**src/rtl/pdp_pkg.sv**
```systemverilog
package pdp_pkg;

  localparam int PDP_NPORT = 16;
  localparam int PDP_NPIN = 64;

  // Kinds of internal bus access issued by memory manipulation instructions
  typedef enum logic [3:0] {
    PDP_RD1 = 4'h0,
    PDP_RD4 = 4'h1,
    PDP_RD8 = 4'h2,
    PDP_WR4 = 4'h3,
    PDP_WR8 = 4'h4,
    PDP_BIT_SET_INSTRUCTION = 4'h5,
    PDP_BIT_CLEAR_INSTRUCTION = 4'h6
  } pdp_kind_t;

  typedef enum logic {
    PDP_SP_PORT = 1'b0,
    PDP_SP_REG = 1'b1
  } pdp_space_t;

  typedef struct packed {
    pdp_kind_t kind;
    pdp_space_t space;
    logic [3:0] addr;
    logic [1:0] bitsel;
    logic [7:0] wdata;
  } pdp_acc_t;

  // Register selects in the register space
  localparam logic [3:0] PDP_REG_DIR_A = 4'h0;
  localparam logic [3:0] PDP_REG_DIR_B = 4'h1;
  localparam logic [3:0] PDP_REG_DIR_C = 4'h2;
  localparam logic [3:0] PDP_REG_PU_A = 4'h3;

  // Values after reset
  localparam logic [7:0] PDP_DIR_RST = 8'h00;
  localparam logic [7:0] PDP_PU_RST = 8'h00;
  localparam logic [3:0] PDP_LATCH_RST = 4'h0;
  localparam logic [7:0] PDP_RD_RST = 8'h00;

  // Field positions in the direction registers
  localparam int PDP_A_P3_LO = 0;
  localparam int PDP_A_P6_LO = 4;
  localparam int PDP_B_P8 = 0;
  localparam int PDP_B_P2 = 2;
  localparam int PDP_B_P4 = 4;
  localparam int PDP_B_P5 = 5;
  localparam int PDP_B_P7 = 7;
  localparam int PDP_C_P9 = 1;
  localparam int PDP_C_P10 = 2;
  localparam int PDP_C_P11 = 3;
  localparam int PDP_C_P12 = 4;
  localparam int PDP_C_P13 = 5;
  localparam int PDP_C_P14 = 6;
  localparam int PDP_C_P15 = 7;

  // Ports able to drive; ports 0, 1, 8 and 15 are input only
  localparam logic [15:0] PDP_IO_MASK = 16'h7EFC;
  // Ports with a software pull-up group bit
  localparam logic [15:0] PDP_PU_MASK = 16'h00CF;

endpackage

```
**src/rtl/pdp_sync.sv**
```systemverilog
`timescale 1ns/100ps
`default_nettype none
module pdp_sync
  import pdp_pkg::*;
(
  input wire logic clk,
  input wire logic rst,
  input wire logic [PDP_NPIN-1:0] din,
  output logic [PDP_NPIN-1:0] dout
);

  logic [PDP_NPIN-1:0] meta_ff;

  always_ff @(posedge clk) begin
    if (rst) begin
      meta_ff <= '0;
      dout <= '0;
    end else begin
      meta_ff <= din;
      dout <= meta_ff;
    end
  end

endmodule
`default_nettype wire

```
**src/rtl/pdp_port_cell.sv**
```systemverilog
`timescale 1ns/100ps
`default_nettype none
module pdp_port_cell
  import pdp_pkg::*;
(
  input wire logic clk,
  input wire logic rst,
  input wire logic io_en,
  input wire logic [3:0] dir,
  input wire logic wr_en,
  input wire logic [3:0] wr_data,
  input wire logic [3:0] pin_val,
  output logic [3:0] latch_ff,
  output logic [3:0] oe_ff,
  output logic [3:0] rd_val
);

  logic [3:0] eff_dir;

  assign eff_dir = io_en ? dir : 4'h0;

  // Output pins read back their latch, input pins their level
  assign rd_val = (eff_dir & latch_ff) | (~eff_dir & pin_val);

  always_ff @(posedge clk) begin
    if (rst) begin
      latch_ff <= PDP_LATCH_RST;
    end else if (wr_en && io_en) begin
      latch_ff <= wr_data;
    end
  end

  always_ff @(posedge clk) begin
    if (rst) begin
      oe_ff <= 4'h0;
    end else begin
      oe_ff <= eff_dir;
    end
  end

endmodule
`default_nettype wire

```
**src/rtl/pdp_top.sv**
```systemverilog
// What this block does
// - Direction bit 0 makes a port an input, 1 an output with driver on.
// - Direction registers A, B, C load only from 8-bit writes.
// - Reset clears all direction bits: drivers off, every port an input.
// - Reads and bit tests of an input port return the pin levels.
// - Reads and bit tests of an output port return the output latch.
// - Nibble or byte write to an input port only updates the latch.
// - Nibble or byte write to an output port latches and drives pins.
// - Bit set or clear on an input port loads the latch with the pin levels, that bit changed.
// - Bit set or clear on an output port changes only that pin.
// - Pull-up bits 0,1,2,3,6,7 cover ports 0 (pins 1-3),1,2,3,6,7.
// - The interrupt 4 pin of port 0 never gets a pull-up.
// - Pull-up bit 0 means no pull-ups, 1 pulls up the whole group.
// - Port 9 direction is one bit, bit 1 of group C.
// - Ports 3 and 6 take one direction bit per pin from group A.
// - Ports 0, 1, 8, 15 are input only, always readable, no direction.
`timescale 1ns/100ps
`default_nettype none
module pdp_top
  import pdp_pkg::*;
(
  input wire logic CORE_CLK,
  input wire logic RST,
  input wire logic ACC_VALID,
  input wire pdp_acc_t ACC_REQ,
  input wire logic [PDP_NPIN-1:0] PIN_IN,
  output logic [PDP_NPIN-1:0] PIN_OUT,
  output logic [PDP_NPIN-1:0] PIN_OE,
  output logic [PDP_NPIN-1:0] PIN_PULLUP,
  output logic [7:0] RD_DATA,
  output logic RD_VALID
);

  logic [7:0] dir_a_ff;
  logic [7:0] dir_b_ff;
  logic [7:0] dir_c_ff;
  logic [7:0] pu_a_ff;
  logic [PDP_NPIN-1:0] pin_sync;
  logic [3:0] rd_nib [PDP_NPORT];
  logic reg_wr;
  logic port_acc;

  // Direction nibble of one port from the three direction registers
  function automatic logic [3:0] dir_of(input int p, input logic [7:0] a,
                                        input logic [7:0] b,
                                        input logic [7:0] c);
    logic [3:0] d;
    d = 4'h0;
    case (p)
      2: d = {4{b[PDP_B_P2]}};
      3: d = a[PDP_A_P3_LO +: 4];
      4: d = {4{b[PDP_B_P4]}};
      5: d = {4{b[PDP_B_P5]}};
      6: d = a[PDP_A_P6_LO +: 4];
      7: d = {4{b[PDP_B_P7]}};
      9: d = {4{c[PDP_C_P9]}};
      10: d = {4{c[PDP_C_P10]}};
      11: d = {4{c[PDP_C_P11]}};
      12: d = {4{c[PDP_C_P12]}};
      13: d = {4{c[PDP_C_P13]}};
      14: d = {4{c[PDP_C_P14]}};
      default: d = 4'h0;
    endcase
    return d;
  endfunction

  // Whether a port-space write reaches port p
  function automatic logic port_written(input pdp_acc_t r, input int p);
    logic hit;
    hit = 1'b0;
    case (r.kind)
      PDP_WR4, PDP_BIT_SET_INSTRUCTION, PDP_BIT_CLEAR_INSTRUCTION: hit = (r.addr == 4'(p));
      PDP_WR8: hit = (r.addr[3:1] == 3'(p >> 1));
      default: hit = 1'b0;
    endcase
    return hit;
  endfunction

  assign port_acc = ACC_VALID && (ACC_REQ.space == PDP_SP_PORT);
  assign reg_wr = ACC_VALID && (ACC_REQ.space == PDP_SP_REG) &&
                  (ACC_REQ.kind == PDP_WR8);

  pdp_sync u_sync (
    .clk(CORE_CLK),
    .rst(RST),
    .din(PIN_IN),
    .dout(pin_sync)
  );

  always_ff @(posedge CORE_CLK) begin
    if (RST) begin
      dir_a_ff <= PDP_DIR_RST;
      dir_b_ff <= PDP_DIR_RST;
      dir_c_ff <= PDP_DIR_RST;
    end else if (reg_wr) begin
      case (ACC_REQ.addr)
        PDP_REG_DIR_A: dir_a_ff <= ACC_REQ.wdata;
        PDP_REG_DIR_B: dir_b_ff <= ACC_REQ.wdata;
        PDP_REG_DIR_C: dir_c_ff <= ACC_REQ.wdata;
        default: ;
      endcase
    end
  end

  always_ff @(posedge CORE_CLK) begin
    if (RST) begin
      pu_a_ff <= PDP_PU_RST;
    end else if (reg_wr && ACC_REQ.addr == PDP_REG_PU_A) begin
      pu_a_ff <= ACC_REQ.wdata;
    end
  end

  genvar gp;
  generate
    for (gp = 0; gp < PDP_NPORT; gp++) begin : g_port
      logic [3:0] nxt_latch;
      logic wr_hit;

      assign wr_hit = port_acc && port_written(ACC_REQ, gp);

      always_comb begin
        nxt_latch = rd_nib[gp];
        case (ACC_REQ.kind)
          PDP_WR4: nxt_latch = ACC_REQ.wdata[3:0];
          PDP_WR8: nxt_latch = (gp % 2 == 1) ? ACC_REQ.wdata[7:4] :
                                       ACC_REQ.wdata[3:0];
          // Read-modify-write: input pins copy their level
          PDP_BIT_SET_INSTRUCTION: nxt_latch[ACC_REQ.bitsel] = 1'b1;
          PDP_BIT_CLEAR_INSTRUCTION: nxt_latch[ACC_REQ.bitsel] = 1'b0;
          default: nxt_latch = rd_nib[gp];
        endcase
      end

      pdp_port_cell u_cell (
        .clk(CORE_CLK),
        .rst(RST),
        .io_en(PDP_IO_MASK[gp]),
        .dir(dir_of(gp, dir_a_ff, dir_b_ff, dir_c_ff)),
        .wr_en(wr_hit),
        .wr_data(nxt_latch),
        .pin_val(pin_sync[4*gp +: 4]),
        .latch_ff(PIN_OUT[4*gp +: 4]),
        .oe_ff(PIN_OE[4*gp +: 4]),
        .rd_val(rd_nib[gp])
      );
    end
  endgenerate

  always_ff @(posedge CORE_CLK) begin
    if (RST) begin
      PIN_PULLUP <= '0;
    end else begin
      for (int i = 0; i < PDP_NPIN; i++) begin
        PIN_PULLUP[i] <= PDP_PU_MASK[i/4] && pu_a_ff[(i/4) % 8];
      end
      PIN_PULLUP[0] <= 1'b0;
    end
  end

  always_ff @(posedge CORE_CLK) begin
    if (RST) begin
      RD_VALID <= 1'b0;
    end else begin
      RD_VALID <= ACC_VALID && (ACC_REQ.kind == PDP_RD1 ||
                                ACC_REQ.kind == PDP_RD4 ||
                                ACC_REQ.kind == PDP_RD8);
    end
  end

  always_ff @(posedge CORE_CLK) begin
    if (RST) begin
      RD_DATA <= PDP_RD_RST;
    end else if (ACC_VALID && ACC_REQ.space == PDP_SP_REG) begin
      case (ACC_REQ.addr)
        PDP_REG_DIR_A: RD_DATA <= dir_a_ff;
        PDP_REG_DIR_B: RD_DATA <= dir_b_ff;
        PDP_REG_DIR_C: RD_DATA <= dir_c_ff;
        PDP_REG_PU_A: RD_DATA <= pu_a_ff;
        default: RD_DATA <= 8'h00;
      endcase
    end else if (ACC_VALID) begin
      case (ACC_REQ.kind)
        PDP_RD1: RD_DATA <= {7'h00, rd_nib[ACC_REQ.addr][ACC_REQ.bitsel]};
        PDP_RD4: RD_DATA <= {4'h0, rd_nib[ACC_REQ.addr]};
        PDP_RD8: RD_DATA <= {rd_nib[{ACC_REQ.addr[3:1], 1'b1}],
                             rd_nib[{ACC_REQ.addr[3:1], 1'b0}]};
        default: ;
      endcase
    end
  end
endmodule
`default_nettype wire

```
**config.mk**
```make
export PLATFORM = sky130hd
export DESIGN_NAME = pdp_top
export DESIGN_NICKNAME = d
export VERILOG_FILES = /design/src/rtl/pdp_pkg.sv /design/src/rtl/pdp_sync.sv /design/src/rtl/pdp_port_cell.sv /design/src/rtl/pdp_top.sv
export SDC_FILE = /design/constraint.sdc
export NUM_CORES = 1
export LEC_CHECK = 0
export BUFFER_PORTS_ARGS = -buffer_cell sky130_fd_sc_hd__buf_2
export CAP_MARGIN = 15
export CELL_PAD_IN_SITES_DETAIL_PLACEMENT = 1
export CELL_PAD_IN_SITES_GLOBAL_PLACEMENT = 1
export CORE_MARGIN = 8
export CORE_UTILIZATION = 40
export CTS_CLUSTER_DIAMETER = 30
export CTS_CLUSTER_SIZE = 25
export DETAILED_ROUTE_END_ITERATION = 7
export GPL_ROUTABILITY_DRIVEN = 0
export PLACE_DENSITY_LB_ADDON = 0.1
export SLEW_MARGIN = 20
export SYNTH_ARGS = -nofsm -noshare
export SYNTH_HDL_FRONTEND = slang
export SYNTH_SLANG_ARGS = --single-unit
```
**constraint.sdc**
```tcl
create_clock -name CORE_CLK -period 3.9 [get_ports CORE_CLK]
set_input_delay 0.78 -clock CORE_CLK [delete_from_list [all_inputs] [get_ports CORE_CLK]]
set_output_delay 0.78 -clock CORE_CLK [all_outputs]
set_load 0.1 [all_outputs]
```
# [Word level (Yosys, flattened, before mapping)]
# Index checks and enable logic that the tools add are counted.
# Widths: inputs -> output; s select.
[op_classes] magnitude_cmp=5 n_eq_ne=26 muxes=41 bitwise=77 reduce_logical=30
[ops] operator="$and 4x4->4" n=36
[ops] operator="$or 4x4->4" n=24
[ops] operator="$pmux 4 s4" n=6
[ops] operator="$pmux 4 s3" n=6
[ops] operator="$not 4->4" n=13
[ops] operator="$bmux 4 s4" n=3
[ops] operator="$pmux 8 s4" n=1
[ops] operator="$eq 4x3->1 const B" n=7
[ops] operator="$eq 4x4->1 const B" n=6
[ops] operator="$mux 4" n=6
[ops] operator="$pmux 1 s2" n=12
[ops] operator="$pmux 8 s3" n=1
[ops] operator="$logic_and 1x1->1" n=18
[ops] operator="$eq 4x2->1 const B" n=4
[ops] operator="$mux 8" n=2
[ops] operator="$ge 5x5->1 const B" n=3
[ops] operator="$not 4->5" n=3
[ops] operator="$eq 3x3->1 const B" n=4
[ops] operator="$eq 4x1->1 const B" n=2
[ops] operator="$logic_not 4->1" n=2
[ops] operator="$reduce_and 2->1" n=4
[ops] operator="$eq 3x2->1 const B" n=2
[ops] operator="$reduce_bool 4->1" n=1
[ops] operator="$eq 3x1->1 const B" n=1
[ops] operator="other kinds (10)" n=12
[word_totals] register_bits=296 in_bits=86 out_inout_bits=201 word_cells=213

# [Depth between registers and ports, before layout]
# Gate-level depths: netlist of run 1.
[logic_depth] word_depth=11 ltp_mapped=8 depth_no_buf=6

# [Hierarchy]
# A second synthesis of run 1 with hierarchy kept.
[unflattened] hier_cells=1371 hier_area_um2=13671.9
[modules_own_cells] mod="pdp_port_cell" n_inst=16 cells_each=35 area_per_inst_um2=356.6 seq_area_each_um2=160.2
[modules_own_cells] mod="pdp_top" n_inst=1 cells_each=541 area_per_inst_um2=4501.8 seq_area_each_um2=940.9
[modules_own_cells] mod="pdp_sync" n_inst=1 cells_each=270 area_per_inst_um2=3464.6 seq_area_each_um2=2562.5

# [Worst setup path after synthesis of run 1]
# OpenSTA, ideal clock, no wires.
[synth_path] path_type="input-to-reg" startpoint="input ACC_REQ[12] in the netlist's numbering" endpoint="register RD_DATA[3]" setup_time_ps=138 arrival_ps=2200 t_required_ps=3762 setup_slack_ps=1563 path_stages=7 n_path_buf=1 cell_sequence="buf_2 inv_1 mux4_2 a221oi_2 nor3_1 a211oi_1 a211oi_1"
[synth_between] elab_chain_cells=7 elab_cells_between_ends=16 classes_between="3 x eq/ne; 10 x mux; 2 x bitwise; 1 x reduce/logical"
[synth_rtl] item="start: declaration" line_no="pdp_top.sv:25" source="input wire pdp_acc_t ACC_REQ,"
[synth_rtl] item="$not 4->5, on equally long branches" line_no="pdp_top.sv:186, pdp_top.sv:184"
[synth_rtl] item="$bmux 4 s4, on equally long branches" line_no="pdp_top.sv:186, pdp_top.sv:184"
[synth_rtl] item="$mux 4, on equally long branches (2 in a row)" line_no="pdp_top.sv:186, pdp_top.sv:184"
[synth_rtl] item="$pmux 8 s3" line_no="pdp_top.sv:182" source="case (ACC_REQ.kind)"
[synth_rtl] item="$mux 8" line_no="pdp_top.sv:181" source="end else if (ACC_VALID) begin"
[synth_rtl] item="$mux 8 (*)" line_no="pdp_top.sv:173" source="end else if (ACC_VALID && ACC_REQ.space == PDP_SP_REG) begin"
[synth_rtl] item="end signal: assignment" line_no="pdp_top.sv:175" source="PDP_REG_DIR_A: RD_DATA <= dir_a_ff;"
[synth_rtl] item="end signal: assignment" line_no="pdp_top.sv:183" source="PDP_RD1: RD_DATA <= {7'h00, rd_nib[ACC_REQ.addr][ACC_REQ.bitsel]};"
[synth_rtl] item="end signal: assignment" line_no="pdp_top.sv:184" source="PDP_RD4: RD_DATA <= {4'h0, rd_nib[ACC_REQ.addr]};"
[synth_rtl] item="end: declaration" line_no="pdp_top.sv:30" source="output logic [7:0] RD_DATA,"
# Mark *: on every way between the ends. The rest lies on a longest branch, timed or not. The select of a mux whose other input is x is not followed.
# A chain may end at the register's enable or synchronous reset.

# [Final worst setup path of run 1]
[layout_path] startpoint="input ACC_REQ[12] in the netlist's numbering" endpoint="register g_port[4].u_cell.latch_ff[0]"
[layout_between] elab_chain_cells=3 elab_cells_between_ends=4 classes_between="2 x eq/ne; 1 x mux; 1 x reduce/logical"
[layout_rtl] item="$eq 4x3->1 or $eq 3x2->1 (tied branches)" line_no="pdp_top.sv:72, pdp_top.sv:73"
[layout_rtl] item="$pmux 1 s2 (*)" line_no="pdp_top.sv:71" source="case (r.kind)"
[layout_rtl] item="$logic_and 1x1->1 (*)" line_no="pdp_top.sv:119" source="assign wr_hit = port_acc && port_written(ACC_REQ, gp);"
[layout_rtl] item="end signal: assignment" line_no="pdp_port_cell.sv:29" source="latch_ff <= wr_data;"
[layout_rtl] item="end: declaration" line_no="pdp_port_cell.sv:13" source="output logic [3:0] latch_ff,"
# Mark *: on every way between the ends. The rest lies on a longest branch, timed or not.

==> metrics.txt, run 1 <==
fin. max-slew vios 0; vias in the first global route 9426; first-pass GRT wire length 57840 microns; asr flop ratio synth 0%; Core Box Area 27480 sq um; Final HPWL DP 29130 microns; final setup vio count 0; final clock skew 0.01868 ns; PwrDens 586.2 nW/um^2; Worst Setup Slack, final 1.165 ns; post-place setup slack around 0.62 ns; drt initial violations 611; nets roughly 1400; I/O pin total 287; post-CTS resize count 0; synth unique cells 61; Die Span X 182.2 microns; RSZ-0062 raised after global routing false; worst hold path class register to register; Synth area leader dfxtp_1; top_reg_cell synth dfxtp_1; Post-Syn Area per Cell 9.603 sq um; vias per cell roughly 5.3; vias 9099; Crit-path slowest cell nor2_1; Reg area 4825 sq um; commonest non-fill, non-tap cell in the layout dfxtp_1; total CTS buffers 55; H-tree depth 2; clk_lat worst skew 0.55 ns; Yosys reg bits 241; register area share after synthesis between 40% and 50%; fmax around 0.37 GHz; VDD IR max 0.0003295 V; GRT Total Usage 22.72%; PortBufs 213; reg2reg setup slack 1.19 ns; Critical Path Start Type primary input; Worst Path Required 4.32 ns; WL per Instance 22.77 microns; Reg2Reg Depth 6; Yosys warning count 0; area of the multi-input gates 5228 sq um; CTS tree yes; die area 33210 sq um; wirelength, routed 39020 microns; top post-synthesis cells by area dfxtp_1 (44%), nor2b_1 (9.0%), buf_4 (8.3%); most frequent cells in the layout dfxtp_1 (241), buf_2 (212), nor2b_1 (159); die height 182.2 microns; Arr. time, crit path about 3.2 ns; clock buffer depth 3; row cnt 61; Remaining Overflow, GRT 0; drt pass-1 iters 5; drt drc 0; Num Clock Sinks 241; Fin. Hold Viols 0; area share of the largest cell type after synthesis 43.65%; cts hold-fix bufs 0; hold path start u_sync.meta_ff[7]$_SDFF_PP0_; Syn Inst Count 1151; RR Endpoint RD_DATA[3]$_SDFFE_PP0P_; period utilisation layout 70.13%; mapped cell area 11050 sq um; Total Neg Setup Slack 0 ns; top fanout value on the critical path 21; status finished clean; Layout area overhead 24.17%; leakage power just over 6 nW; Power Total 8.045 mW; crit-path max cell delay roughly 0.57 ns; slew margin rel. 34.02%; RR Startpoint dir_b_ff[2]$_SDFFE_PP0P_; initial antenna violation count 1; post-route antenna net violation count 0; max-cap viol count 0; Setup CP Type primary input to register; CP Capture Type register; Root Driver clkbuf_16; worst hold stages 1; register clock-pin slew on the reported worst setup and hold paths roughly 0.050 ns; cell mode on critical path nor2_1; Fill cells 3113; EDFF count, synth 0; minimum clock period after layout 2.735 ns; starting density of the core 40.23%; share of cells above drive strength 1 29.33%; largest net degree at the start of global routing 127; critical-path cell list buf_2 -> inv_1 -> nor2_1 -> nand3_1 -> nor2_1 -> and3_1 -> nor3_1; Worst-Margin Slew just under 1 ns; Critical Path Source ACC_REQ[12]; Post-CTS Setup Bufs 0; WHS Endpoint u_sync.dout[7]$_SDFF_PP0_
## per-stage QoR
| step | util [%] | area, sq um | hold slack, ns | instances |
|---|---|---|---|---|
| after floorplan | - | 11320 | 0.4138 | 1223 |
| after global routing | 49.94 | 13720 | 0.4392 | 1713 |
| after global placement | 42.90 | 11790 | 0.4211 | 1611 |
| after detailed placement | 42.90 | 11790 | 0.4247 | 1611 |
| final | 49.95 | 13720 | 0.4310 | 1714 |
| after CTS | 49.94 | 13720 | 0.4286 | 1713 |
## where the power goes
part	internal [mW]	switching, mW
clock network	3.20	1.46
logic	0.172	0.645
registers	2.54	0.0263
## sequential cells by signal, indices dropped and copies added (netlist names)
| signal | cells |
|---|---|
| dir_b_ff | 8 |
| RD_DATA | 8 |
| g_port.u_cell.latch_ff | 48 |
| u_sync.meta_ff | 64 |
| PIN_PULLUP | 6 |
| dir_c_ff | 8 |
| RD_VALID | 1 |
| pu_a_ff | 8 |
| g_port.u_cell.oe_ff | 18 |
| dir_a_ff | 8 |
| u_sync.dout | 64 |
## critical path, delay by kind of cell
| kind | cells | cell delay [ns] |
|---|---|---|
| AND/OR/NAND/NOR | 5 | 1.59 |
| buffers and inverters | 2 | 0.78 |
## logic make-up (layout without fill, tap and decap cells)
kind of cell,after synthesis,in the layout,share of synthesized area [%]
buf+inv,209,353,11.50
mux,135,135,15.32
fa+ha+maj,2,2,0.1924
flops,241,241,43.65
simple gates,381,381,18.32
other cells,1,74,0.03393
compound gates,182,182,10.99
## how the worst max path moves through the flow
stage | end | depth (start not counted)
CTS | g_port[4].u_cell.latch_ff[0]$_SDFFE_PP0P_ | 7
global placement | g_port[4].u_cell.latch_ff[0]$_SDFFE_PP0P_ | 7
finish | g_port[4].u_cell.latch_ff[0]$_SDFFE_PP0P_ | 7
floorplan | RD_DATA[3]$_SDFFE_PP0P_ | 7
detailed placement | g_port[4].u_cell.latch_ff[0]$_SDFFE_PP0P_ | 7
global route | g_port[4].u_cell.latch_ff[0]$_SDFFE_PP0P_ | 7
## layout make-up
class	count	area share (%)
inverter	18	0.4923
sequential	241	35.15
timing repair buffer	233	8.998
multi-input combinational	773	38.09
clock inverter	32	2.544
clock buffer	70	11.55
antenna	1	0.01823
tap	346	3.154
## cell usage after synthesis (6+ instances only)
master and n:
mux2_2 33, buf_2 16, a211o_1 8, nand2b_1 10
nor3_1 16, mux4_2 24, o211ai_1 11, nor2_1 108
nor2b_1 159, a311oi_1 6, a22oi_1 8, nand3_1 15
a21oi_1 47, a211oi_1 26, clkbuf_1 51, and2_1 7
inv_1 17, buf_4 122, dfxtp_1 241, nand2_1 43
mux2i_1 78, o22ai_1 12, o21ai_0 32
## per-layer routing
metal | GRT usage, % | vias up | part of all wire [%]
li1 | - | 4141 | -
met1 | 28.13 | 4428 | 42
met2 | 36.89 | 430 | 46
met3 | 5.846 | 98 | 8.0
met4 | 9.938 | 2 | 3.8
met5 | 0 | - | 0.033
Power figures use the tool's default switching activity.
==> inputs of run 2 (changes only) <==
--- a/config.mk
+++ b/config.mk
@@ -5,12 +5,13 @@
 export SDC_FILE = /design/constraint.sdc
 export NUM_CORES = 1
 export LEC_CHECK = 0
+export ABC_AREA = 1
 export BUFFER_PORTS_ARGS = -buffer_cell sky130_fd_sc_hd__buf_2
 export CAP_MARGIN = 15
 export CELL_PAD_IN_SITES_DETAIL_PLACEMENT = 1
 export CELL_PAD_IN_SITES_GLOBAL_PLACEMENT = 1
 export CORE_MARGIN = 8
-export CORE_UTILIZATION = 40
+export CORE_UTILIZATION = 37
 export CTS_CLUSTER_DIAMETER = 30
 export CTS_CLUSTER_SIZE = 25
 export DETAILED_ROUTE_END_ITERATION = 7
==> constraint.sdc (replaced) <==
create_clock -name CORE_CLK -period 2.7 [get_ports CORE_CLK]
set_input_delay 0.54 -clock CORE_CLK [delete_from_list [all_inputs] [get_ports CORE_CLK]]
set_output_delay 0.54 -clock CORE_CLK [all_outputs]
set_load 0.1 [all_outputs]
==> metrics.txt, run 2 <==
CP Capture Type register (unchanged); commonest non-fill, non-tap cell in the layout nand2_1 (was dfxtp_1); Worst-Margin Slew 0.6494 ns (was 0.9896 ns); row cnt 63 (was 61); post-place setup slack -0.009802 ns (was 0.6206 ns); vias 11070 (was 9099); GRT Total Usage 24.49% (was 22.72%); Worst Path Required 3.15 ns (was 4.32 ns); Syn Inst Count 1558 (was 1151); max-cap viol count 0 (unchanged); leakage power 6.999 nW (was 6.101 nW); Die Span X 188.7 microns (was 182.2 microns); drt initial violations 917 (was 611); hold path start PIN_IN[24] (was u_sync.meta_ff[7]$_SDFF_PP0_); Remaining Overflow, GRT 0 (unchanged); Final Non-Filler Cells 2223 (was 1714); die height 188.7 microns (was 182.2 microns); Core Box Area 29480 sq um (was 27480 sq um); synth unique cells 45 (was 61); reg2reg setup slack 0.27 ns (was 1.19 ns); most frequent cells in the layout nand2_1 (297), dfxtp_1 (241), inv_1 (240) (was dfxtp_1 (241), buf_2 (212), nor2b_1 (159)); vias per cell 4.978 (was 5.309); Post-synth top cells nand2_1 (297), dfxtp_1 (241), inv_1 (240) (was dfxtp_1 (241), nor2b_1 (159), buf_4 (122)); Post-Syn Area per Cell 7.084 sq um (was 9.603 sq um); starting density of the core 37.44% (was 40.23%); area share of the largest cell type after synthesis 43.71% (was 43.65%); most numerous cell in the Yosys netlist nand2_1 (was dfxtp_1); cts hold-fix bufs 0 (unchanged); I/O pin total 287 (unchanged); vias in the first global route 11360 (was 9426); Post-CTS Setup Bufs 0 (unchanged); Worst Setup Slack, final 0.2656 ns (was 1.165 ns); Fin. Hold Viols 0 (unchanged); worst hold path class primary input to register (was register to register); die area 35610 sq um (was 33210 sq um); nets 1873 (was 1408); minimum clock period after layout 2.434 ns; Final HPWL DP 34390 microns (was 29130 microns); PortBufs 213 (unchanged); register area share after synthesis 43.71% (was 43.65%); post-CTS resize count 0 (unchanged); share of cells above drive strength 1 21.71% (was 29.33%); RR Endpoint RD_DATA[0]$_SDFFE_PP0P_ (was RD_DATA[3]$_SDFFE_PP0P_); asr flop ratio synth 0% (unchanged); EDFF count, synth 0 (unchanged); drt pass-1 iters 7 (was 5); Arr. time, crit path 2.88 ns (was 3.16 ns); initial antenna violation count 0 (was 1); Root Driver clkbuf_16 (unchanged); number of diodes 0 (was 1); Hold Slack 0.1723 ns (was 0.4310 ns); register clock-pin slew on the reported worst setup and hold paths 0.05 ns (about the same); drt drc 0 (unchanged); CTS tree yes (unchanged); Reg2Reg Depth 15 (was 6); wirelength, routed 45160 microns (was 39020 microns); Fill cells 3831 (was 3113); mapped cell area 11040 sq um (was 11050 sq um); largest net degree at the start of global routing 116 (was 127); clock buffer depth 3 (unchanged); total CTS buffers 55 (unchanged); WHS Endpoint u_sync.meta_ff[24]$_SDFF_PP0_ (was u_sync.dout[7]$_SDFF_PP0_); largest registers u_sync.dout (64), u_sync.meta_ff (64), g_port.u_cell.latch_ff (48) (unchanged); Critical Path Start Type register (was primary input); top post-synthesis cells by area dfxtp_1 (44%), nand2_1 (10%), buf_4 (8.5%) (was dfxtp_1 (44%), nor2b_1 (9.0%), buf_4 (8.3%)); first-pass GRT wire length 68130 microns (was 57840 microns); period utilisation layout 90.16%; Num Clock Sinks 241 (unchanged); Layout area overhead 27.22% (was 24.17%); status finished clean (unchanged); Synth area leader dfxtp_1 (unchanged); worst hold stages 3 (was 1); WL per Instance 20.32 microns (was 22.77 microns); RSZ-0062 raised after global routing false (unchanged); post-route antenna net violation count 0 (unchanged); Power Total 11.44 mW (was 8.045 mW); Inst Count DP 2120 (was 1611); Yosys warning count 0 (unchanged); final clock skew 0.02916 ns (was 0.01868 ns); Setup CP Type register to register (was primary input to register); slew margin rel. 56.71% (was 34.02%); final setup vio count 0 (unchanged); fmax 0.4108 GHz; clk_lat worst skew 0.57 ns (was 0.55 ns); top_reg_cell synth dfxtp_1 (unchanged); PwrDens 814.6 nW/um^2 (was 586.2 nW/um^2); RR Startpoint dir_b_ff[7]$_SDFFE_PP0P_ (was dir_b_ff[2]$_SDFFE_PP0P_); top fanout value on the critical path 6 (was 21); Yosys reg bits 241 (unchanged); H-tree depth 2 (unchanged); fin. max-slew vios 0 (unchanged); Critical Path Source dir_b_ff[7]$_SDFFE_PP0P_ (was ACC_REQ[12]); VDD IR max 0.0004509 V (was 0.0003295 V)
## run 2: metal layers
metal | vias up | share of wire (%) | GRT usage (%)
met1 | 5198 | 42 | 30.71
met4 | 0 | 4.2 | 10.25
li1 | 5184 | - | -
met2 | 555 | 45 | 39.18
met5 | - | 0 | 0
met3 | 128 | 8.8 | 6.580
## run 2: cell type report
cell class / instances / area, sq um / share of cell area (%)
clock buffer: 65 / 1474 / 10.50
clock inverter: 38 / 386.6 / 2.754
inverter: 248 / 932.1 / 6.639
multi-input combinational: 972 / 4418 / 31.46
sequential: 241 / 4825 / 34.36
tap: 390 / 488.0 / 3.475
timing repair buffer: 269 / 1518 / 10.81
## run 2: how the worst max path moves through the flow
stage / depth (start not counted) / endpoint / slack [ns]
4_1_cts: 15 / RD_DATA[0]$_SDFFE_PP0P_ / 0.34
3_3_place_gp: 16 / RD_DATA[0]$_SDFFE_PP0P_ / 0.03
2_1_floorplan: 16 / RD_DATA[0]$_SDFFE_PP0P_ / 0.74
5_1_grt: 15 / RD_DATA[0]$_SDFFE_PP0P_ / 0.09
6_report: 15 / RD_DATA[0]$_SDFFE_PP0P_ / 0.27
3_5_place_dp: 16 / RD_DATA[0]$_SDFFE_PP0P_ / -0.01
## run 2: worst max-delay path, stage by stage (launching register included)
cell,delay (ns)
dfxtp_1,0.48
inv_1,0.22
nand2_1,0.16
nand2_1,0.16
nand2_1,0.10
nand2_1,0.05
o21ai_0,0.32
nand2_1,0.12
nor2_1,0.23
nor2_1,0.07
nor2_1,0.11
nand2_1,0.06
nand2_1,0.05
nand2_1,0.05
nand2_1,0.05
a21oi_1,0.06
## run 2: where the power goes
part | internal (mW) | total [mW] | switching [mW]
Combinational | 0.216 | 1.22 | 1.01
Sequential | 3.67 | 3.71 | 0.0445
Clock | 4.30 | 6.50 | 2.20
Total | 8.18 | 11.4 | 3.26
## run 2: cell families after synthesis
group                  synth area share (%)
AO/OA/AOI/OAI                         15.71
buffers and inverters                 18.71
flip-flops                            43.71
multiplexers                        0.09070
other                               0.03398
AND/OR/NAND/NOR                       21.74
## run 2: per-stage QoR
step / instance area, sq um / util (%) / setup TNS (ns)
floorplan: 11310 / - / 0
global placement: 12180 / 41.32 / 0
detailed placement: 12180 / 41.32 / -0.009802
CTS: 14040 / 47.63 / 0
global route: 14040 / 47.63 / 0
finish: 14040 / 47.63 / 0
